$ cat config.mk
export PLATFORM = sky130hd
export DESIGN_NAME = dqdi_top
export DESIGN_NICKNAME = d
export VERILOG_FILES = /design/src/core/dqdi_pkg.sv /design/src/core/dqdi_top.sv
export SDC_FILE = /design/constraint.sdc
export NUM_CORES = 1
export LEC_CHECK = 0
export ABC_AREA = 1
export BUFFER_PORTS_ARGS = -buffer_cell sky130_fd_sc_hd__buf_2
export CAP_MARGIN = 30
export CORE_MARGIN = 10
export CORE_UTILIZATION = 30
export DETAILED_ROUTE_END_ITERATION = 6
export PLACE_DENSITY = 0.61
export SYNTH_ARGS = -nofsm -noshare
export SYNTH_HDL_FRONTEND = slang
export SYNTH_SLANG_ARGS = --single-unit
$ cat constraint.sdc
create_clock -name mclk_i -period 6.8 [get_ports mclk_i]
set_input_delay 0.34 -clock mclk_i [delete_from_list [all_inputs] [get_ports mclk_i]]
set_output_delay 0.34 -clock mclk_i [all_outputs]
set_load 0.03 [all_outputs]
$ cat src/core/dqdi_pkg.sv
package dqdi_pkg;
	// ---------------------------------------------------------------
	// command word layout
	// ---------------------------------------------------------------
	localparam int         DATA_W       = 32;
	localparam int         OP_LSB       = 24;
	localparam int         OP_W         = 8;
	localparam int         RLIM_LSB     = 0;
	localparam int         TLIM_LSB     = 8;
	localparam int         LIM_W        = 8;
	localparam int         BORD_BIT     = 16;
	// ---------------------------------------------------------------
	// opcodes
	// ---------------------------------------------------------------
	localparam logic [7:0] OP_NOP       = 8'h00;
	localparam logic [7:0] OP_NOP_LONG  = 8'h01;
	localparam logic [7:0] OP_HANG      = 8'h02;
	localparam logic [7:0] OP_IFSPEC    = 8'h03;
	localparam logic [7:0] OP_UC_ON     = 8'h04;
	localparam logic [7:0] OP_UC_OFF    = 8'h05;
	localparam logic [7:0] OP_UC_WRITE  = 8'h06;
	localparam logic [7:0] OP_PC_SET    = 8'h07;
	localparam logic [7:0] OP_CLR_EOF   = 8'h08;
	localparam logic [7:0] OP_WAIT_EOF  = 8'h09;
	localparam logic [7:0] OP_GRAB      = 8'h0a;
	localparam logic [7:0] OP_YIELD     = 8'h0b;
	localparam logic [7:0] OP_P_QUEUE   = 8'h0c;
	localparam logic [7:0] OP_V_QUEUE   = 8'h0d;
	localparam logic [7:0] OP_P_PEER    = 8'h0e;
	localparam logic [7:0] OP_V_PEER    = 8'h0f;
	localparam logic [7:0] OP_WAIT_XFER = 8'h10;
	localparam logic [1:0] EXTRA_LONG   = 2'h1;
	localparam logic [1:0] EXTRA_UCW    = 2'h2;
	// ---------------------------------------------------------------
	// controller and queue indices
	// ---------------------------------------------------------------
	localparam int         CTL_PIX      = 0;
	localparam int         CTL_TEX      = 1;
	localparam logic       Q_RASTER     = 1'b0;
	localparam logic       Q_TRANSFER   = 1'b1;
	// ---------------------------------------------------------------
	// apb register map
	// ---------------------------------------------------------------
	localparam logic [7:0] ADDR_CTRL    = 8'h00;
	localparam logic [7:0] ADDR_STATUS  = 8'h04;
	localparam logic [7:0] ADDR_COUNT   = 8'h08;
	localparam logic [7:0] ADDR_IFACE   = 8'h0c;
	localparam logic [7:0] ADDR_PC      = 8'h10;
	localparam int         CTRL_EN_BIT  = 0;
	localparam int         CTRL_CLR_BIT = 1;
	localparam logic       CTRL_EN_RST  = 1'b1;
endpackage

$ cat src/core/dqdi_top.sv
// What this block does
// - each controller merges its raster and transfer queues into one sequencer stream.
// - a wait stalls its queue until the counter is nonzero, then decrements; signal increments.
// - pixel raster_hold_from_transfer: raster pixel wait, transfer pixel increment.
// - pixel transfer_hold_from_raster: transfer pixel wait, raster pixel increment.
// - texture raster_hold_from_transfer: raster texture wait, transfer texture increment.
// - texture transfer_hold_from_raster: transfer texture wait, raster texture increment.
// - pixel raster_hold_from_peer blocks raster queue; texture raster signal increments it.
// - texture raster_hold_from_peer blocks raster queue; pixel raster signal increments it.
// - pixel transfer_hold_from_peer blocks transfer queue; texture transfer signal increments.
// - texture transfer_hold_from_peer blocks transfer queue; pixel transfer signal increments.
// - preferred queue is served until blocked by a semaphore or wait_for_transfer.
// - an empty unblocked preferred queue keeps control; other queue is not read.
// - after reset both controllers prefer the transfer_queue.
// - pixel: grab makes issuing queue preferred, yield hands preference across.
// - texture: raster grab or transfer yield prefers raster, and vice versa.
// - a grab in the non-preferred queue obeys the same preference as any command.
// - texture accepts short and long no-ops and a hang that loops in place.
// - interface setup loads raster_limit, transfer_limit and byte_order_select.
// - one command enters microcode_load_mode, another leaves it for normal input.
// - microcode write stores two data words at the command's address.
// - microcode read loads the program counter; no contents readback in normal use.
// - clear command resets sticky end_of_frame; frame completion sets it.
// - wait-for-end-of-frame holds later queue commands until end_of_frame is set.
//
// The register addresses and register access over APB are this design's own decisions.
module dqdi_top #(
	parameter int CNT_W = 4,
	parameter int UC_AW = 8
) (
	input  wire logic                                   mclk_i,
	input  wire logic                                   srst_i,
	input  wire logic                                   psel_i,
	input  wire logic                                   penable_i,
	input  wire logic                                   pwrite_i,
	input  wire logic [7:0]                             paddr_i,
	input  wire logic [31:0]                            pwdata_i,
	output logic      [31:0]                            prdata_o,
	output logic                                        pready_o,
	output logic                                        pslverr_o,
	input  wire logic [3:0]                             queue_valid_i,
	input  wire logic [3:0][dqdi_pkg::DATA_W-1:0]       queue_data_i,
	output logic      [3:0]                             queue_ready_o,
	input  wire logic                                   frame_done_i,
	input  wire logic                                   xfer_busy_i,
	output logic      [1:0]                             seq_valid_o,
	output logic      [1:0][dqdi_pkg::DATA_W-1:0]       seq_data_o,
	output logic      [1:0]                             seq_from_transfer_o,
	output logic                                        end_of_frame_o,
	output logic                                        microcode_load_mode_o,
	output logic      [UC_AW-1:0]                       pc_o
);
	import dqdi_pkg::*;

	// ---------------------------------------------------------------
	// state
	// ---------------------------------------------------------------
	logic [1:0][1:0][CNT_W-1:0] cross_cnt_reg;
	logic [1:0][1:0][CNT_W-1:0] peer_cnt_reg;
	logic [1:0]                 pref_reg;
	logic [1:0]                 lock_q_reg;
	logic [1:0][1:0]            words_left_reg;
	logic [1:0][1:0]            ready_reg;
	logic [1:0]                 hang_reg;
	logic                       eof_reg;
	logic                       load_mode_reg;
	logic [UC_AW-1:0]           pc_reg;
	logic [UC_AW-1:0]           uc_addr_reg;
	logic [DATA_W-1:0]          uc_word0_reg;
	logic [2*DATA_W-1:0]        ucode_mem [2**UC_AW];
	logic [LIM_W-1:0]           rlim_reg;
	logic [LIM_W-1:0]           tlim_reg;
	logic                       border_reg;
	logic                       en_reg;
	logic                       sw_clr_reg;
	logic [2:0]                 frame_sync_reg;
	logic [2:0]                 xfer_sync_reg;
	logic                       frame_lvl_reg;
	logic                       xfer_lvl_reg;
	logic [1:0]                 seq_valid_reg;
	logic [1:0][DATA_W-1:0]     seq_data_reg;
	logic [1:0]                 seq_src_reg;
	logic [31:0]                prdata_reg;
	logic                       pready_reg;
	logic                       pslverr_reg;

	// ---------------------------------------------------------------
	// pin synchronisers
	// ---------------------------------------------------------------
	// a change counts only once the second and third stage agree
	always_ff @(posedge mclk_i) begin
		if (srst_i) begin
			frame_sync_reg <= 3'h0;
			xfer_sync_reg  <= 3'h0;
			frame_lvl_reg  <= 1'b0;
			xfer_lvl_reg   <= 1'b0;
		end else begin
			frame_sync_reg <= {frame_sync_reg[1:0], frame_done_i};
			xfer_sync_reg  <= {xfer_sync_reg[1:0], xfer_busy_i};
			if (frame_sync_reg[1] == frame_sync_reg[2])
				frame_lvl_reg <= frame_sync_reg[2];
			if (xfer_sync_reg[1] == xfer_sync_reg[2])
				xfer_lvl_reg <= xfer_sync_reg[2];
		end
	end

	logic frame_rise;
	assign frame_rise = frame_sync_reg[1] == frame_sync_reg[2] && frame_sync_reg[2] && !frame_lvl_reg;

	// ---------------------------------------------------------------
	// head decode and queue choice
	// ---------------------------------------------------------------
	logic [1:0][1:0][7:0] head_op;
	logic [1:0][1:0]      head_blk;
	logic [1:0][1:0]      head_stall;
	logic [1:0][1:0]      take;
	logic [1:0]           pick_go;
	logic [1:0]           pick_q;

	always_comb begin
		for (int c = 0; c < 2; c++) begin
			for (int q = 0; q < 2; q++) begin
				head_op[c][q]    = queue_data_i[2*c+q][OP_LSB+:OP_W];
				take[c][q]       = ready_reg[c][q] && queue_valid_i[2*c+q];
				head_blk[c][q]   = queue_valid_i[2*c+q] && words_left_reg[c] == 2'h0 &&
					((head_op[c][q] == OP_P_QUEUE && cross_cnt_reg[c][q] == '0) ||
					 (head_op[c][q] == OP_P_PEER && peer_cnt_reg[c][q] == '0) ||
					 (head_op[c][q] == OP_WAIT_XFER && xfer_lvl_reg));
				// eof wait and hang hold the queue but do not pass preference
				head_stall[c][q] = queue_valid_i[2*c+q] && words_left_reg[c] == 2'h0 &&
					((head_op[c][q] == OP_WAIT_EOF && !eof_reg) ||
					 (c == CTL_TEX && head_op[c][q] == OP_HANG));
			end
			if (words_left_reg[c] != 2'h0) begin
				pick_q[c]  = lock_q_reg[c];
				pick_go[c] = queue_valid_i[2*c+lock_q_reg[c]];
			end else if (!head_blk[c][pref_reg[c]]) begin
				pick_q[c]  = pref_reg[c];
				pick_go[c] = queue_valid_i[2*c+pref_reg[c]] && !head_stall[c][pref_reg[c]];
			end else begin
				pick_q[c]  = !pref_reg[c];
				pick_go[c] = queue_valid_i[2*c+(!pref_reg[c])] && !head_blk[c][!pref_reg[c]] &&
					!head_stall[c][!pref_reg[c]];
			end
		end
	end

	// one word in flight per controller; halves peak rate but keeps ready registered
	always_ff @(posedge mclk_i) begin
		if (srst_i) begin
			ready_reg <= '0;
		end else begin
			for (int c = 0; c < 2; c++) begin
				ready_reg[c] <= '0;
				if (en_reg && ready_reg[c] == 2'h0 && pick_go[c])
					ready_reg[c][pick_q[c]] <= 1'b1;
			end
		end
	end

	// ---------------------------------------------------------------
	// interlock counters
	// ---------------------------------------------------------------
	always_ff @(posedge mclk_i) begin
		if (srst_i) begin
			cross_cnt_reg <= '0;
			peer_cnt_reg  <= '0;
		end else begin
			for (int c = 0; c < 2; c++) begin
				for (int q = 0; q < 2; q++) begin
					// other queue of the same controller signals
					if (take[c][1-q] && words_left_reg[c] == 2'h0 && head_op[c][1-q] == OP_V_QUEUE &&
					    cross_cnt_reg[c][q] != '1)
						cross_cnt_reg[c][q] <= cross_cnt_reg[c][q] + 1'b1;
					else if (take[c][q] && words_left_reg[c] == 2'h0 && head_op[c][q] == OP_P_QUEUE)
						cross_cnt_reg[c][q] <= cross_cnt_reg[c][q] - 1'b1;
					// same queue of the peer controller signals
					if (take[1-c][q] && words_left_reg[1-c] == 2'h0 && head_op[1-c][q] == OP_V_PEER &&
					    !(take[c][q] && words_left_reg[c] == 2'h0 && head_op[c][q] == OP_P_PEER) &&
					    peer_cnt_reg[c][q] != '1)
						peer_cnt_reg[c][q] <= peer_cnt_reg[c][q] + 1'b1;
					else if (take[c][q] && words_left_reg[c] == 2'h0 && head_op[c][q] == OP_P_PEER &&
					    !(take[1-c][q] && words_left_reg[1-c] == 2'h0 && head_op[1-c][q] == OP_V_PEER))
						peer_cnt_reg[c][q] <= peer_cnt_reg[c][q] - 1'b1;
				end
			end
		end
	end
	// increment and wait hitting one counter together cancel, so neither is lost

	// ---------------------------------------------------------------
	// preference and multi-word commands
	// ---------------------------------------------------------------
	always_ff @(posedge mclk_i) begin
		if (srst_i) begin
			pref_reg       <= {Q_TRANSFER, Q_TRANSFER};
			words_left_reg <= '0;
			lock_q_reg     <= '0;
			hang_reg       <= '0;
		end else begin
			for (int c = 0; c < 2; c++) begin
				hang_reg[c] <= head_stall[c][pref_reg[c]] && head_op[c][pref_reg[c]] == OP_HANG;
				for (int q = 0; q < 2; q++) begin
					if (take[c][q]) begin
						if (words_left_reg[c] != 2'h0) begin
							words_left_reg[c] <= words_left_reg[c] - 2'h1;
						end else begin
							lock_q_reg[c] <= q[0];
							if (head_op[c][q] == OP_GRAB)
								pref_reg[c] <= q[0];
							if (head_op[c][q] == OP_YIELD)
								pref_reg[c] <= !q[0];
							if (c == CTL_TEX && head_op[c][q] == OP_NOP_LONG)
								words_left_reg[c] <= EXTRA_LONG;
							if (c == CTL_TEX && head_op[c][q] == OP_UC_WRITE)
								words_left_reg[c] <= EXTRA_UCW;
						end
					end
				end
			end
		end
	end

	// ---------------------------------------------------------------
	// texture housekeeping
	// ---------------------------------------------------------------
	logic            tex_take;
	logic [DATA_W-1:0] tex_word;
	logic [7:0]      tex_op;
	logic            tex_head;
	assign tex_take = |take[CTL_TEX];
	assign tex_word = queue_data_i[2*CTL_TEX+(take[CTL_TEX][1] ? 1 : 0)];
	assign tex_op   = tex_word[OP_LSB+:OP_W];
	assign tex_head = words_left_reg[CTL_TEX] == 2'h0;

	always_ff @(posedge mclk_i) begin
		if (srst_i) begin
			load_mode_reg <= 1'b0;
			pc_reg        <= '0;
			uc_addr_reg   <= '0;
			uc_word0_reg  <= '0;
			rlim_reg      <= '0;
			tlim_reg      <= '0;
			border_reg    <= 1'b0;
		end else if (tex_take && tex_head) begin
			unique case (tex_op)
				OP_IFSPEC: begin
					rlim_reg   <= tex_word[RLIM_LSB+:LIM_W];
					tlim_reg   <= tex_word[TLIM_LSB+:LIM_W];
					border_reg <= tex_word[BORD_BIT];
				end
				OP_UC_ON:    load_mode_reg <= 1'b1;
				OP_UC_OFF:   load_mode_reg <= 1'b0;
				OP_UC_WRITE: uc_addr_reg   <= tex_word[UC_AW-1:0];
				OP_PC_SET:   pc_reg        <= tex_word[UC_AW-1:0];
				default: ;
			endcase
		end else if (tex_take && words_left_reg[CTL_TEX] == EXTRA_UCW) begin
			uc_word0_reg <= tex_word;
		end
	end

	logic uc_pending_reg;

	// contents stay write-only from the command stream
	always_ff @(posedge mclk_i) begin
		if (tex_take && words_left_reg[CTL_TEX] == EXTRA_LONG && uc_pending_reg)
			ucode_mem[uc_addr_reg] <= {tex_word, uc_word0_reg};
	end

	always_ff @(posedge mclk_i) begin
		if (srst_i)
			uc_pending_reg <= 1'b0;
		else if (tex_take && tex_head)
			uc_pending_reg <= tex_op == OP_UC_WRITE;
	end

	// ---------------------------------------------------------------
	// sticky end of frame
	// ---------------------------------------------------------------
	always_ff @(posedge mclk_i) begin
		if (srst_i)
			eof_reg <= 1'b0;
		else if (frame_rise)
			eof_reg <= 1'b1;
		else if (sw_clr_reg || (|take[CTL_PIX] && words_left_reg[CTL_PIX] == 2'h0 &&
		         head_op[CTL_PIX][take[CTL_PIX][1]] == OP_CLR_EOF) ||
		         (tex_take && tex_head && tex_op == OP_CLR_EOF))
			eof_reg <= 1'b0;
	end

	// ---------------------------------------------------------------
	// sequencer stream
	// ---------------------------------------------------------------
	function automatic logic is_local(input logic [7:0] op);
		is_local = op <= OP_WAIT_XFER;
	endfunction

	always_ff @(posedge mclk_i) begin
		if (srst_i) begin
			seq_valid_reg <= '0;
			seq_data_reg  <= '0;
			seq_src_reg   <= '0;
		end else begin
			for (int c = 0; c < 2; c++) begin
				seq_valid_reg[c] <= 1'b0;
				if (|take[c] && words_left_reg[c] == 2'h0 &&
				    !is_local(head_op[c][take[c][1]]) && !(c == CTL_TEX && load_mode_reg)) begin
					seq_valid_reg[c] <= 1'b1;
					seq_data_reg[c]  <= queue_data_i[2*c+(take[c][1] ? 1 : 0)];
					seq_src_reg[c]   <= take[c][1];
				end
			end
		end
	end

	// ---------------------------------------------------------------
	// apb slave, one wait state
	// ---------------------------------------------------------------
	logic [31:0] rd_mux;
	logic        addr_ok;
	always_comb begin
		rd_mux  = 32'h0;
		addr_ok = 1'b1;
		unique case (paddr_i)
			ADDR_CTRL:   rd_mux = {31'h0, en_reg};
			ADDR_STATUS: rd_mux = {23'h0, hang_reg, pref_reg, xfer_lvl_reg, 2'h0, load_mode_reg, eof_reg};
			ADDR_COUNT:  rd_mux = 32'({peer_cnt_reg, cross_cnt_reg});
			ADDR_IFACE:  rd_mux = {15'h0, border_reg, tlim_reg, rlim_reg};
			ADDR_PC:     rd_mux = 32'(pc_reg);
			default:     addr_ok = 1'b0;
		endcase
	end

	always_ff @(posedge mclk_i) begin
		if (srst_i) begin
			pready_reg  <= 1'b0;
			pslverr_reg <= 1'b0;
			prdata_reg  <= 32'h0;
			en_reg      <= CTRL_EN_RST;
			sw_clr_reg  <= 1'b0;
		end else begin
			pready_reg  <= psel_i && penable_i && !pready_reg;
			pslverr_reg <= psel_i && penable_i && !pready_reg && !addr_ok;
			sw_clr_reg  <= 1'b0;
			if (psel_i && penable_i && !pready_reg) begin
				prdata_reg <= pwrite_i ? 32'h0 : rd_mux;
				if (pwrite_i && paddr_i == ADDR_CTRL) begin
					en_reg     <= pwdata_i[CTRL_EN_BIT];
					sw_clr_reg <= pwdata_i[CTRL_CLR_BIT];
				end
			end
		end
	end

	assign prdata_o              = prdata_reg;
	assign pready_o              = pready_reg;
	assign pslverr_o             = pslverr_reg;
	assign queue_ready_o         = ready_reg;
	assign seq_valid_o           = seq_valid_reg;
	assign seq_data_o            = seq_data_reg;
	assign seq_from_transfer_o   = seq_src_reg;
	assign end_of_frame_o        = eof_reg;
	assign microcode_load_mode_o = load_mode_reg;
	assign pc_o                  = pc_reg;

	// ---------------------------------------------------------------
	// assertions
	// ---------------------------------------------------------------
	for (genvar c = 0; c < 2; c++) begin : g_chk

	end
endmodule

==> report_table.html, run 1 <==
<table>
<tr><th>Metric</th><th>Value</th></tr>
<tr><th colspan="2">Placement</th></tr>
<tr><td>PortBufs</td><td>roughly 260</td></tr>
<tr><td>Final RePlAce weighted congestion</td><td>about 0.90</td></tr>
<tr><td># placed instances</td><td>just over 2000</td></tr>
<tr><td>Final HPWL from detailed placement</td><td>between 20 and 30 mm</td></tr>
<tr><th colspan="2">Global routing</th></tr>
<tr><td>Tot GR Track Use</td><td>0.167</td></tr>
<tr><td>Antenna violations before repair</td><td>3</td></tr>
<tr><td>Vias in the first global route</td><td>between 9000 and 10000</td></tr>
<tr><td>Maximum number of pins on one net before global-route repair</td><td>65</td></tr>
<tr><td>First-pass GRT wire length</td><td>52.3 mm</td></tr>
<tr><td>Congestion Overflow GR</td><td>0</td></tr>
<tr><th colspan="2">Floorplanning</th></tr>
<tr><td>DIE WIDTH</td><td>~200 µm</td></tr>
<tr><td>Y dimension of the die</td><td>about 200 µm</td></tr>
<tr><td>Number of placement rows</td><td>65</td></tr>
<tr><td>Full die area</td><td>between 30000 and 40000 µm²</td></tr>
<tr><td>Io pins</td><td>between 200 and 300</td></tr>
<tr><td>Starting utilization of the core area</td><td>0.304</td></tr>
<tr><td>Core Box Area</td><td>between 30000 and 40000 µm²</td></tr>
<tr><th colspan="2">STA</th></tr>
<tr><td>Min Tclk post-route</td><td>slightly below 4000 ps</td></tr>
<tr><td>Worst-margin pin slew</td><td>876 ps</td></tr>
<tr><td>Hold violation count in the final report</td><td>0</td></tr>
<tr><td>Sum of negative setup slack</td><td>0 ps</td></tr>
<tr><td>Total setup violations reported at the end of the flow</td><td>0</td></tr>
<tr><td>Unrepaired setup endpoints after global routing</td><td>false</td></tr>
<tr><td>Max frequency</td><td>260 MHz</td></tr>
<tr><td>Largest clock skew in the final design</td><td>14.5 ps</td></tr>
<tr><td>Final cycle utilization of the critical path</td><td>0.565</td></tr>
<tr><td>Count of final max-slew check failures</td><td>0</td></tr>
<tr><td>Relative slew slack</td><td>0.414</td></tr>
<tr><th colspan="2">Route</th></tr>
<tr><td>Detailed Route WL</td><td>about 34 mm</td></tr>
<tr><td>Count of TritonRoute iterations in the first routing pass</td><td>5</td></tr>
<tr><td>Via density</td><td>around 5</td></tr>
<tr><td>Mean routed wirelength per cell</td><td>between 15 and 20 µm</td></tr>
<tr><td>Routed Antenna Nets</td><td>0</td></tr>
<tr><td>Count of routing violations after the opening detailed-route iteration</td><td>slightly below 700</td></tr>
<tr><td>Number of vias after detailed routing</td><td>slightly above 10000</td></tr>
<tr><td>DRC viols</td><td>0</td></tr>
<tr><th colspan="2">Worst setup path</th></tr>
<tr><td>Max Fanout on Critical Path</td><td>43</td></tr>
<tr><td>Setup crit start kind</td><td>flip-flop</td></tr>
<tr><td>Crit-path cells</td><td>nand2_2 &gt; inv_2 &gt; o21ai_0 &gt; nand2_1 &gt; nor2_1 &gt; nand2_1 &gt; nand3_2 &gt; inv_2 &gt; o21ai_0 &gt; a21oi_1</td></tr>
<tr><td>CP bufs+invs</td><td>2</td></tr>
<tr><td>Critical path arrival</td><td>around 4200 ps</td></tr>
<tr><td>Critical path class</td><td>reg -&gt; reg</td></tr>
<tr><td>Critical path capture point type</td><td>flip-flop</td></tr>
<tr><td>Category of cells accounting for the largest share of critical-path delay</td><td>buffers and inverters</td></tr>
<tr><td>CP max-delay cell</td><td>inv_2</td></tr>
<tr><td>Required time of the critical path</td><td>around 7200 ps</td></tr>
<tr><td>CP peak stage delay</td><td>between 700 and 800 ps</td></tr>
<tr><th colspan="2">Clock network</th></tr>
<tr><td>Clock Latency Late Sink</td><td>450 ps</td></tr>
<tr><td>Clock slew at reported path FFs</td><td>approximately 70 ps</td></tr>
<tr><td>Root buffer cell</td><td>clkbuf_16</td></tr>
<tr><td>Number of buffers added for setup after CTS</td><td>0</td></tr>
<tr><td>Clock tree from TritonCTS</td><td>done</td></tr>
<tr><td>CTS HTree Levels</td><td>4</td></tr>
<tr><td>Number of gates resized after CTS</td><td>0</td></tr>
<tr><td>Clk sinks</td><td>185</td></tr>
<tr><td>Hold-fix buffers at CTS</td><td>0</td></tr>
<tr><td>CTS buffer count</td><td>17</td></tr>
<tr><td>Buffer depth of the longest clock path</td><td>2</td></tr>
<tr><th colspan="2">Pwr</th></tr>
<tr><td>Share of power burned in the clock network</td><td>0.430</td></tr>
<tr><td>Switching share of power</td><td>0.274</td></tr>
<tr><td>Internal Power</td><td>between 1.5 and 2 mW</td></tr>
<tr><td>Power, Total</td><td>between 2 and 2.5 mW</td></tr>
<tr><td>Worst vdd rail ir drop</td><td>roughly 170 µV</td></tr>
<tr><td>Part of the power in combinational logic</td><td>0.120</td></tr>
<tr><td>Reported net switching power</td><td>0.681 mW</td></tr>
<tr><td>Leak pwr</td><td>approximately 5.5 nW</td></tr>
<tr><td>Sequential group share of total power</td><td>0.450</td></tr>
<tr><td>Ratio of total power to cell area</td><td>around 210 nW/µm²</td></tr>
<tr><th colspan="2">Job</th></tr>
<tr><td>Maxcap violations</td><td>0</td></tr>
<tr><th colspan="2">Finish</th></tr>
<tr><td>Number of flip-flops under the largest register name</td><td>64</td></tr>
<tr><td>Final design utilization</td><td>0.375</td></tr>
<tr><td>Layout Nets</td><td>between 1500 and 2000</td></tr>
<tr><td>Count of fill cells added during filler insertion</td><td>between 3000 and 4000</td></tr>
<tr><td>Final standard cell count with taps included and fillers excluded</td><td>between 2000 and 2500</td></tr>
<tr><td>Layout Area Growth over Synthesis</td><td>23.2%</td></tr>
<tr><td>Area of the multi-input gates</td><td>approximately 5100 µm²</td></tr>
<tr><td>Fraction of final layout cells with drive strength greater than 1</td><td>0.199</td></tr>
<tr><td>Sequential cell area in the final layout</td><td>between 3000 and 4000 µm²</td></tr>
<tr><th colspan="2">Logic synthesis</th></tr>
<tr><td>Warnings from Yosys</td><td>0</td></tr>
<tr><td>Most frequent cell after synthesis</td><td>nand2_1</td></tr>
<tr><td>Netlist area before placement</td><td>9630 µm²</td></tr>
<tr><td>Nets in the synthesized netlist</td><td>approximately 1600</td></tr>
<tr><td>Main flop type after synthesis</td><td>dfxtp_1</td></tr>
<tr><td>Area share of the largest cell type after synthesis</td><td>0.384</td></tr>
<tr><td>Sequential area share after synthesis</td><td>0.384</td></tr>
<tr><td>Cell types with the highest counts after synthesis</td><td>nand2_1 (390), dfxtp_1 (185), a21oi_1 (150), nor2_1 (150), inv_1 (136)</td></tr>
<tr><td>Count of distinct cell types in the synthesized netlist</td><td>48</td></tr>
<tr><td>Proportion of synthesized flip-flops having asynchronous set or reset</td><td>0</td></tr>
<tr><td>Yosys top cell by area</td><td>dfxtp_1</td></tr>
<tr><td>Number of synthesized flops with an enable pin</td><td>0</td></tr>
<tr><td>Synthesized netlist cell count</td><td>1430</td></tr>
<tr><td>Number of synthesized register bits</td><td>approximately 190</td></tr>
<tr><td>Syn_area_per_cell</td><td>6.74 µm²</td></tr>
<tr><td>Cell types with the largest area share after synthesis</td><td>dfxtp_1 (38%), nand2_1 (15%), a21oi_1 (7.8%)</td></tr>
<tr><th colspan="2">Status</th></tr>
<tr><td>Result of the run</td><td>complete, no violations</td></tr>
<tr><th colspan="2">Worst hold path</th></tr>
<tr><td>Worst hold path class</td><td>in -&gt; reg</td></tr>
</table>
==> final timing paths <==
kind	start	to	slack, ps	cells past startpoint
hold reg to reg	frame_sync_reg[0]	frame_sync_reg[1]	410	2
hold / removal	frame_done_i	frame_sync_reg[0]	100	3
setup reg to reg	queue_ready_o[3]	seq_data_o[33]	2960	10
setup / recovery	queue_ready_o[3]	seq_data_o[33]	2960	10
==> power groups by stage <==
stage	sequential, mW	combinational, mW	clock [mW]
after floorplan	1.18	0.143	0
after global placement	1.14	0.295	0
after detailed placement	1.14	0.297	0
after CTS	1.12	0.299	1.10
after global routing	1.12	0.331	1.14
final	1.12	0.297	1.07
==> metal layers <==
| metal | up-vias | GRT usage | routed length (µm) |
|---|---|---|---|
| met4 | 0 | 0.0523 | 626 |
| met1 | 4594 | 0.218 | 15400 |
| met5 | - | 0 | 0 |
| li1 | 5174 | - | - |
| met3 | 37 | 0.0452 | 2710 |
| met2 | 326 | 0.260 | 15000 |
==> tightest hold or removal path: stages <==
cell and delay (ps):
buf_2 90, inv_1 40, nor2_1 30
==> stage by stage <==
stage | hold slack (ps) | worst slack [ps] | cell area (µm²)
after floorplan | 388 | 4300 | 9630
after global placement | 404 | 2910 | 11200
after detailed placement | 400 | 2820 | 11200
after CTS | 78.5 | 2920 | 11900
after global routing | 92.3 | 2640 | 11900
final | 104 | 2960 | 11900
==> final cells by class <==
cell class,count,share of cell area
Clock inverter,11,0.0133
Sequential cell,185,0.312
Inverter,145,0.0459
Clock buffer,21,0.0388
Multi-Input combinational cell,1044,0.431
Timing Repair Buffer,271,0.116
Tap cell,402,0.0424
Antenna cell,3,0.000633
==> cells by family (layout without fill, tap and decap cells) <==
kind of cell	count (synthesis)	count (layout)	synth area share
other cells	1	4	0.000389
buf+inv	201	448	0.0855
mux	5	5	0.00520
xor+xnor	9	9	0.00818
fa+ha+maj	25	25	0.0387
compound gates	311	311	0.175
simple gates	693	693	0.302
flops	185	185	0.384
==> cells in the final DEF (no fill, tap or decap), drive strengths merged, types with 11 or more instances in the layout <==
cell type	instances
ha	17
clkbuf	21
o21ai	109
nor3	22
buf	271
nand4	25
a22oi	16
o22ai	15
dfxtp	185
nand2	393
nor2	155
inv	148
a211oi	11
nand3	86
a21oi	150
No activity file was read; power rests on OpenSTA's default activity.
==> run 2, diff against run 1 <==
--- a/config.mk
+++ b/config.mk
@@ -11,7 +11,7 @@
 export CORE_MARGIN = 10
 export CORE_UTILIZATION = 30
 export DETAILED_ROUTE_END_ITERATION = 6
-export PLACE_DENSITY = 0.61
+export PLACE_DENSITY = 0.63
 export SYNTH_ARGS = -nofsm -noshare
 export SYNTH_HDL_FRONTEND = slang
 export SYNTH_SLANG_ARGS = --single-unit
==> constraint.sdc (replaced) <==
create_clock -name mclk_i -period 3.45 [get_ports mclk_i]
set_input_delay 0.1725 -clock mclk_i [delete_from_list [all_inputs] [get_ports mclk_i]]
set_output_delay 0.1725 -clock mclk_i [all_outputs]
set_load 0.03 [all_outputs]
==> run 2 against run 1 <==
Global-route usage is essentially flat. Die area stayed put. Wire length increased by 1.3%. Utilization rose by 0.31 points. Largest cell class unchanged.
==> report_table.html, run 2 (same netlist as run 1, synthesis figures left out) <==
<table>
<tr><th>Metric</th><th>Value</th></tr>
<tr><th colspan="2">Clock network</th></tr>
<tr><td>CTS buffer count</td><td>17 (unchanged)</td></tr>
<tr><td>Clock slew at reported path FFs</td><td>80 ps (was 70 ps)</td></tr>
<tr><td>Clk sinks</td><td>185 (unchanged)</td></tr>
<tr><td>Buffer depth of the longest clock path</td><td>2 (unchanged)</td></tr>
<tr><td>CTS HTree Levels</td><td>4 (unchanged)</td></tr>
<tr><td>Number of gates resized after CTS</td><td>0 (unchanged)</td></tr>
<tr><td>Clock tree from TritonCTS</td><td>done (unchanged)</td></tr>
<tr><td>Root buffer cell</td><td>clkbuf_16 (unchanged)</td></tr>
<tr><td>Number of buffers added for setup after CTS</td><td>0 (unchanged)</td></tr>
<tr><td>Hold-fix buffers at CTS</td><td>4 (was 0)</td></tr>
<tr><td>Clock Latency Late Sink</td><td>450 ps (about the same)</td></tr>
<tr><th colspan="2">Worst setup path</th></tr>
<tr><td>Critical path class</td><td>reg -&gt; reg (unchanged)</td></tr>
<tr><td>Critical path capture point type</td><td>flip-flop (unchanged)</td></tr>
<tr><td>Required time of the critical path</td><td>3780 ps (was 7180 ps)</td></tr>
<tr><td>Critical path arrival</td><td>3150 ps (was 4220 ps)</td></tr>
<tr><td>Setup crit start kind</td><td>flip-flop (unchanged)</td></tr>
<tr><td>Max Fanout on Critical Path</td><td>7 (was 43)</td></tr>
<tr><th colspan="2">Pwr</th></tr>
<tr><td>Power, Total</td><td>4.91 mW (was 2.49 mW)</td></tr>
<tr><td>Ratio of total power to cell area</td><td>410 nW/µm² (was 209 nW/µm²)</td></tr>
<tr><td>Leak pwr</td><td>5.58 nW (was 5.52 nW)</td></tr>
<tr><td>Worst vdd rail ir drop</td><td>304 µV (was 170 µV)</td></tr>
<tr><th colspan="2">Route</th></tr>
<tr><td>Count of routing violations after the opening detailed-route iteration</td><td>753 (was 679)</td></tr>
<tr><td>Via density</td><td>4.92 (was 4.87)</td></tr>
<tr><td>Routed Antenna Nets</td><td>0 (unchanged)</td></tr>
<tr><td>Count of TritonRoute iterations in the first routing pass</td><td>5 (unchanged)</td></tr>
<tr><td>Routed wl met2</td><td>15.3 mm (was 15.0 mm)</td></tr>
<tr><td>Metal3 WL</td><td>2.82 mm (was 2.71 mm)</td></tr>
<tr><td>Number of vias after detailed routing</td><td>10300 (was 10100)</td></tr>
<tr><td>Detailed Route WL</td><td>34.2 mm (was 33.8 mm)</td></tr>
<tr><td>Routed met1 length</td><td>15.6 mm (was 15.4 mm)</td></tr>
<tr><td>Max layer used</td><td>met5 (was met4)</td></tr>
<tr><td>DRC viols</td><td>0 (unchanged)</td></tr>
<tr><td>Mean routed wirelength per cell</td><td>16.3 µm (was 16.2 µm)</td></tr>
<tr><th colspan="2">Floorplanning</th></tr>
<tr><td>DIE WIDTH</td><td>199 µm (unchanged)</td></tr>
<tr><td>Number of placement rows</td><td>65 (unchanged)</td></tr>
<tr><td>Starting utilization of the core area</td><td>0.304 (unchanged)</td></tr>
<tr><td>Y dimension of the die</td><td>199 µm (unchanged)</td></tr>
<tr><td>Io pins</td><td>295 (unchanged)</td></tr>
<tr><td>Core Box Area</td><td>31600 µm² (unchanged)</td></tr>
<tr><td>Full die area</td><td>39700 µm² (unchanged)</td></tr>
<tr><th colspan="2">Finish</th></tr>
<tr><td>Layout Nets</td><td>1880 (was 1868)</td></tr>
<tr><td>Layout Area Growth over Synthesis</td><td>24.2% (was 23.2%)</td></tr>
<tr><td>Most common cell after layout, fill and taps aside</td><td>nand2_1 (unchanged)</td></tr>
<tr><td>Number of flip-flops under the largest register name</td><td>64 (unchanged)</td></tr>
<tr><td>Commonest cells after routing, fill and taps aside</td><td>nand2_1 (390), buf_2 (263), dfxtp_1 (185) (unchanged)</td></tr>
<tr><td>Fraction of final layout cells with drive strength greater than 1</td><td>0.203 (was 0.199)</td></tr>
<tr><td>Final design utilization</td><td>0.378 (was 0.375)</td></tr>
<tr><td>Cell area after layout</td><td>12000 µm² (was 11900 µm²)</td></tr>
<tr><td>Count of fill cells added during filler insertion</td><td>3385 (was 3400)</td></tr>
<tr><th colspan="2">STA</th></tr>
<tr><td>Largest clock skew in the final design</td><td>14.0 ps (was 14.5 ps)</td></tr>
<tr><td>Final cycle utilization of the critical path</td><td>0.816 (was 0.565)</td></tr>
<tr><td>Worst-margin pin slew</td><td>924 ps (was 876 ps)</td></tr>
<tr><td>Total setup violations reported at the end of the flow</td><td>0 (unchanged)</td></tr>
<tr><td>Count of final max-slew check failures</td><td>0 (unchanged)</td></tr>
<tr><td>Relative slew slack</td><td>0.379 (was 0.414)</td></tr>
<tr><td>Max frequency</td><td>355 MHz (was 260 MHz)</td></tr>
<tr><td>Min Tclk post-route</td><td>2820 ps (was 3840 ps)</td></tr>
<tr><td>Unrepaired setup endpoints after global routing</td><td>false (unchanged)</td></tr>
<tr><td>Hold Worst Slack</td><td>4.72 ps (was 104 ps)</td></tr>
<tr><td>Hold violation count in the final report</td><td>0 (unchanged)</td></tr>
<tr><td>Sum of negative setup slack</td><td>0 ps (unchanged)</td></tr>
<tr><th colspan="2">Job</th></tr>
<tr><td>Maxcap violations</td><td>0 (unchanged)</td></tr>
<tr><th colspan="2">Global routing</th></tr>
<tr><td>Maximum number of pins on one net before global-route repair</td><td>55 (was 65)</td></tr>
<tr><td>Vias in the first global route</td><td>9654 (was 9607)</td></tr>
<tr><td>Tot GR Track Use</td><td>0.167 (about the same)</td></tr>
<tr><td>First-pass GRT wire length</td><td>52.5 mm (was 52.3 mm)</td></tr>
<tr><td>Congestion Overflow GR</td><td>0 (unchanged)</td></tr>
<tr><td>Antenna violations before repair</td><td>2 (was 3)</td></tr>
<tr><th colspan="2">Placement</th></tr>
<tr><td>Post-placement cell area</td><td>11300 µm² (was 11200 µm²)</td></tr>
<tr><td>PortBufs</td><td>264 (unchanged)</td></tr>
<tr><td>Final RePlAce weighted congestion</td><td>0.939 (was 0.900)</td></tr>
<tr><td>Final HPWL from detailed placement</td><td>26.5 mm (was 26.0 mm)</td></tr>
<tr><th colspan="2">Status</th></tr>
<tr><td>Result of the run</td><td>complete, no violations (unchanged)</td></tr>
<tr><th colspan="2">Worst hold path</th></tr>
<tr><td>Worst hold path class</td><td>in -&gt; reg (unchanged)</td></tr>
</table>
-- run 2: where the power goes --
part           switching (mW)  total, mW  leakage (nW)  internal [mW]
Combinational           0.406      0.594          3.78          0.188
Clock                   0.990       2.11         0.307           1.12
Sequential             0.0248       2.20          1.50           2.18
-- run 2: through the flow --
stage,setup slack [ps],std cells
after floorplan,946,1430
after global placement,688,2055
after detailed placement,699,2055
after CTS,668,2091
after global routing,228,2091
final,634,2093
-- run 2: worst paths after layout --
kind	start	cells after the start	slack [ps]	to
max	flip-flop	17	630	peer_cnt_reg[3]
min	xfer_busy_i	3	5	xfer_sync_reg[0]
max reg2reg	flip-flop	17	630	peer_cnt_reg[3]
min reg2reg	frame_sync_reg[0]	2	410	frame_sync_reg[1]
-- run 2: worst max-delay path: stages (launching register included) --
cell and delay (ps):
dfxtp_1 330, nor2_2 130, buf_4 160, inv_1 110, nor2_1 320, nand3_1 110, o21ai_0 180, inv_1 100
nand4_1 230, ha_1 320, nand2_1 80, nor2_1 40, a211oi_1 230, o21ai_0 130, inv_1 80, nand2_1 50
nand2_1 60, nor2_1 50
-- run 2: metal layers --
layer / GRT usage / up-vias
met4: 0.0379 / 2
met1: 0.222 / 4706
met3: 0.0451 / 33
li1: - / 5196
met2: 0.261 / 358
met5: 0 / -
-- run 2: final cells by class --
type,count,area [µm²],share of cell area
flip-flops and latches,185,3700,0.310
diodes,2,5.00,0.000418
repair buffers,283,1480,0.123
clock inverters,15,196,0.0164
multi-input cells,1044,5110,0.427
well taps,402,503,0.0420
inverters,145,544,0.0455
clock buffers,17,425,0.0356
==> run 3, diff against run 2 <==
==> constraint.sdc (replaced) <==
create_clock -name mclk_i -period 2.26 [get_ports mclk_i]
set_input_delay 0.113 -clock mclk_i [delete_from_list [all_inputs] [get_ports mclk_i]]
set_output_delay 0.113 -clock mclk_i [all_outputs]
set_load 0.03 [all_outputs]
==> run 3 against run 2 <==
Worst hold slack better by 29 ps. Non-clock buffer count is 101 higher. Fmax is 27% higher. Sequential power is 53% higher. Largest power group unchanged.
==> report_table.html, run 3 (same netlist as run 1, synthesis figures left out) <==
<table>
<tr><th>Metric</th><th>Value</th></tr>
<tr><th colspan="2">Status</th></tr>
<tr><td>Result of the run</td><td>complete, no violations (unchanged)</td></tr>
<tr><th colspan="2">Worst setup path</th></tr>
<tr><td>Critical path class</td><td>reg -&gt; reg (unchanged)</td></tr>
<tr><td>Max Fanout on Critical Path</td><td>4 (was 7)</td></tr>
<tr><td>Cell repeated most along the worst path</td><td>nand2_1</td></tr>
<tr><td>CP max-delay cell</td><td>dfxtp_4 (was dfxtp_1)</td></tr>
<tr><td>Category of cells accounting for the largest share of critical-path delay</td><td>simple AND/OR/NAND/NOR gates (unchanged)</td></tr>
<tr><td>Setup crit start kind</td><td>flip-flop (unchanged)</td></tr>
<tr><td>CP bufs+invs</td><td>4 (unchanged)</td></tr>
<tr><td>Critical path capture point type</td><td>flip-flop (unchanged)</td></tr>
<tr><td>Required time of the critical path</td><td>2640 ps (was 3780 ps)</td></tr>
<tr><td>CP peak stage delay</td><td>350 ps (was 330 ps)</td></tr>
<tr><td>Crit-path cells</td><td>nor2_4 &gt; inv_2 &gt; nor2_4 &gt; buf_6 &gt; nand3_2 &gt; o21ai_2 &gt; inv_1 &gt; nand4_1 &gt; ha_1 &gt; nand2_1 &gt; nor2_1 &gt; a211oi_2 &gt; nand2_1 &gt; o21ai_1 &gt; inv_1 &gt; nand2_1 &gt; nand2_1 &gt; nor2_1 (was nor2_2 &gt; buf_4 &gt; inv_1 &gt; nor2_1 &gt; nand3_1 &gt; o21ai_0 &gt; inv_1 &gt; nand4_1 &gt; ha_1 &gt; nand2_1 &gt; nor2_1 &gt; a211oi_1 &gt; o21ai_0 &gt; inv_1 &gt; nand2_1 &gt; nand2_1 &gt; nor2_1)</td></tr>
<tr><td>Critical path arrival</td><td>2600 ps (was 3150 ps)</td></tr>
<tr><th colspan="2">Finish</th></tr>
<tr><td>Commonest cells after routing, fill and taps aside</td><td>nand2_1 (383), buf_2 (263), dfxtp_1 (179) (was nand2_1 (390), buf_2 (263), dfxtp_1 (185))</td></tr>
<tr><td>Layout Area Growth over Synthesis</td><td>35.5% (was 24.2%)</td></tr>
<tr><td>Final design utilization</td><td>0.413 (was 0.378)</td></tr>
<tr><td>Number of flip-flops under the largest register name</td><td>64 (unchanged)</td></tr>
<tr><td>Count of fill cells added during filler insertion</td><td>3352 (was 3385)</td></tr>
<tr><td>Most common cell after layout, fill and taps aside</td><td>nand2_1 (unchanged)</td></tr>
<tr><td>Layout Nets</td><td>1981 (was 1880)</td></tr>
<tr><td>Cell area after layout</td><td>13100 µm² (was 12000 µm²)</td></tr>
<tr><td>Fraction of final layout cells with drive strength greater than 1</td><td>0.261 (was 0.203)</td></tr>
<tr><th colspan="2">Clock network</th></tr>
<tr><td>Clock Latency Late Sink</td><td>440 ps (was 450 ps)</td></tr>
<tr><td>Root buffer cell</td><td>clkbuf_16 (unchanged)</td></tr>
<tr><td>CTS HTree Levels</td><td>4 (unchanged)</td></tr>
<tr><td>Clk sinks</td><td>185 (unchanged)</td></tr>
<tr><td>CTS buffer count</td><td>17 (unchanged)</td></tr>
<tr><td>Buffer depth of the longest clock path</td><td>2 (unchanged)</td></tr>
<tr><td>Clock slew at reported path FFs</td><td>70 ps (was 80 ps)</td></tr>
<tr><td>Clock tree from TritonCTS</td><td>done (unchanged)</td></tr>
<tr><th colspan="2">Global routing</th></tr>
<tr><td>Maximum number of pins on one net before global-route repair</td><td>60 (was 55)</td></tr>
<tr><td>Antenna violations before repair</td><td>2 (unchanged)</td></tr>
<tr><td>Congestion Overflow GR</td><td>0 (unchanged)</td></tr>
<tr><td>First-pass GRT wire length</td><td>54.7 mm (was 52.5 mm)</td></tr>
<tr><td>Vias in the first global route</td><td>10200 (was 9654)</td></tr>
<tr><td>Tot GR Track Use</td><td>0.174 (was 0.167)</td></tr>
<tr><th colspan="2">Route</th></tr>
<tr><td>Via density</td><td>4.82 (was 4.92)</td></tr>
<tr><td>Count of TritonRoute iterations in the first routing pass</td><td>5 (unchanged)</td></tr>
<tr><td>Mean routed wirelength per cell</td><td>16.4 µm (was 16.3 µm)</td></tr>
<tr><td>Count of routing violations after the opening detailed-route iteration</td><td>567 (was 753)</td></tr>
<tr><td>Routed Antenna Nets</td><td>0 (unchanged)</td></tr>
<tr><td>Number of vias after detailed routing</td><td>10600 (was 10300)</td></tr>
<tr><td>Detailed Route WL</td><td>36.0 mm (was 34.2 mm)</td></tr>
<tr><td>DRC viols</td><td>0 (unchanged)</td></tr>
<tr><th colspan="2">Floorplanning</th></tr>
<tr><td>Core Box Area</td><td>31600 µm² (unchanged)</td></tr>
<tr><td>DIE WIDTH</td><td>199 µm (unchanged)</td></tr>
<tr><td>Number of placement rows</td><td>65 (unchanged)</td></tr>
<tr><td>Y dimension of the die</td><td>199 µm (unchanged)</td></tr>
<tr><td>Io pins</td><td>295 (unchanged)</td></tr>
<tr><td>Starting utilization of the core area</td><td>0.304 (unchanged)</td></tr>
<tr><td>Full die area</td><td>39700 µm² (unchanged)</td></tr>
<tr><th colspan="2">Placement</th></tr>
<tr><td>Post-placement cell area</td><td>12000 µm² (was 11300 µm²)</td></tr>
<tr><td>PortBufs</td><td>264 (unchanged)</td></tr>
<tr><td>Final RePlAce weighted congestion</td><td>0.887 (was 0.939)</td></tr>
<tr><td>Final HPWL from detailed placement</td><td>27.9 mm (was 26.5 mm)</td></tr>
<tr><th colspan="2">STA</th></tr>
<tr><td>Worst-margin pin slew</td><td>594 ps (was 924 ps)</td></tr>
<tr><td>Max frequency</td><td>451 MHz (was 355 MHz)</td></tr>
<tr><td>Largest clock skew in the final design</td><td>10.8 ps (was 14.0 ps)</td></tr>
<tr><td>Hold violation count in the final report</td><td>0 (unchanged)</td></tr>
<tr><td>Final cycle utilization of the critical path</td><td>0.981 (was 0.816)</td></tr>
<tr><td>Min Tclk post-route</td><td>2220 ps (was 2820 ps)</td></tr>
<tr><td>Count of final max-slew check failures</td><td>0 (unchanged)</td></tr>
<tr><td>Total setup violations reported at the end of the flow</td><td>0 (unchanged)</td></tr>
<tr><td>Relative slew slack</td><td>0.603 (was 0.379)</td></tr>
<tr><td>Unrepaired setup endpoints after global routing</td><td>true (was false)</td></tr>
<tr><th colspan="2">Pwr</th></tr>
<tr><td>Worst vdd rail ir drop</td><td>497 µV (was 304 µV)</td></tr>
<tr><td>Leak pwr</td><td>6.10 nW (was 5.58 nW)</td></tr>
<tr><td>Ratio of total power to cell area</td><td>562 nW/µm² (was 410 nW/µm²)</td></tr>
<tr><th colspan="2">Job</th></tr>
<tr><td>Maxcap violations</td><td>0 (unchanged)</td></tr>
<tr><th colspan="2">Worst hold path</th></tr>
<tr><td>Worst hold path class</td><td>in -&gt; reg (unchanged)</td></tr>
</table>
-- run 3: changes by cell type in the layout (fill, tap and decap cells not counted), sizes merged --
| cell | change |
|---|---|
| buf | +79 |
| inv | -3 |
| clkinv | +1 |
| bufinv | -2 |
| clkinvlp | +3 |
| clkbuf | +1 |
| dlygate4sd3 | +22 |
-- run 3: metal layers --
layer	part of all wire	track usage	wire length, µm
met1	0.45	0.222	16100
met2	0.47	0.287	16900
met3	0.068	0.0397	2440
met4	0.016	0.0523	572
met5	0	0	0
-- run 3: final cells by class --
type	instances	area, µm²	share of cell area
multi-input cells	1044	5360	0.411
flip-flops and latches	185	3720	0.285
repair buffers	384	2370	0.181
inverters	145	544	0.0417
well taps	402	503	0.0385
clock buffers	18	429	0.0329
clock inverters	14	129	0.00987
diodes	2	5.00	0.000383
-- run 3: worst register-to-register path, stage by stage (launching register included) --
cell	delay (ps)
dfxtp_4	350
nor2_4	160
inv_2	70
nor2_4	80
buf_6	100
nand3_2	70
o21ai_2	80
inv_1	70
nand4_1	160
ha_1	260
nand2_1	60
nor2_1	60
a211oi_2	240
nand2_1	70
o21ai_1	80
inv_1	60
nand2_1	50
nand2_1	40
nor2_1	90
-- run 3: final timing paths --
kind                        to         startpoint  slack, ps  cells past startpoint
max            peer_cnt_reg[3]          flip-flop         40                     18
max reg2reg    peer_cnt_reg[3]          flip-flop         40                     18
min reg2reg  frame_sync_reg[1]  frame_sync_reg[0]        410                      2
min              seq_data_o[6]   queue_data_i[38]         30                      5
-- run 3: per-stage QoR --
stage          power [mW]  cells  hold slack, ps  setup TNS, ps  setup WS [ps]
6_report             7.33   2194            33.7              0           44.0
5_1_grt              7.63   2194            54.6           -467           -152
4_1_cts              7.41   2186            3.68          -36.4          -36.4
3_5_place_dp         4.41   2128             335          -1410           -121
3_3_place_gp         4.40   2128             331           -462          -60.5
2_1_floorplan        3.99   1430             220          -14.8          -14.8
-- run 3: repair_timing --
| item | 4_1_cts | 5_1_grt |
|---|---|---|
| resized for setup | 7 | 51 |
| setup endpoints to repair | 48 | 94 |
| setup buffers | 0 | 6 |
| pin swaps | 3 | 18 |
| hold buffers | 26 | 0 |
| endpoints found under the hold margin | 14 | 0 |
-- run 3: power by group --
| part | total, mW | switching [mW] | internal, mW |
|---|---|---|---|
| logic | 1.02 | 0.652 | 0.369 |
| clock network | 2.95 | 1.49 | 1.46 |
| registers | 3.36 | 0.0384 | 3.33 |
| total | 7.33 | 2.18 | 5.15 |
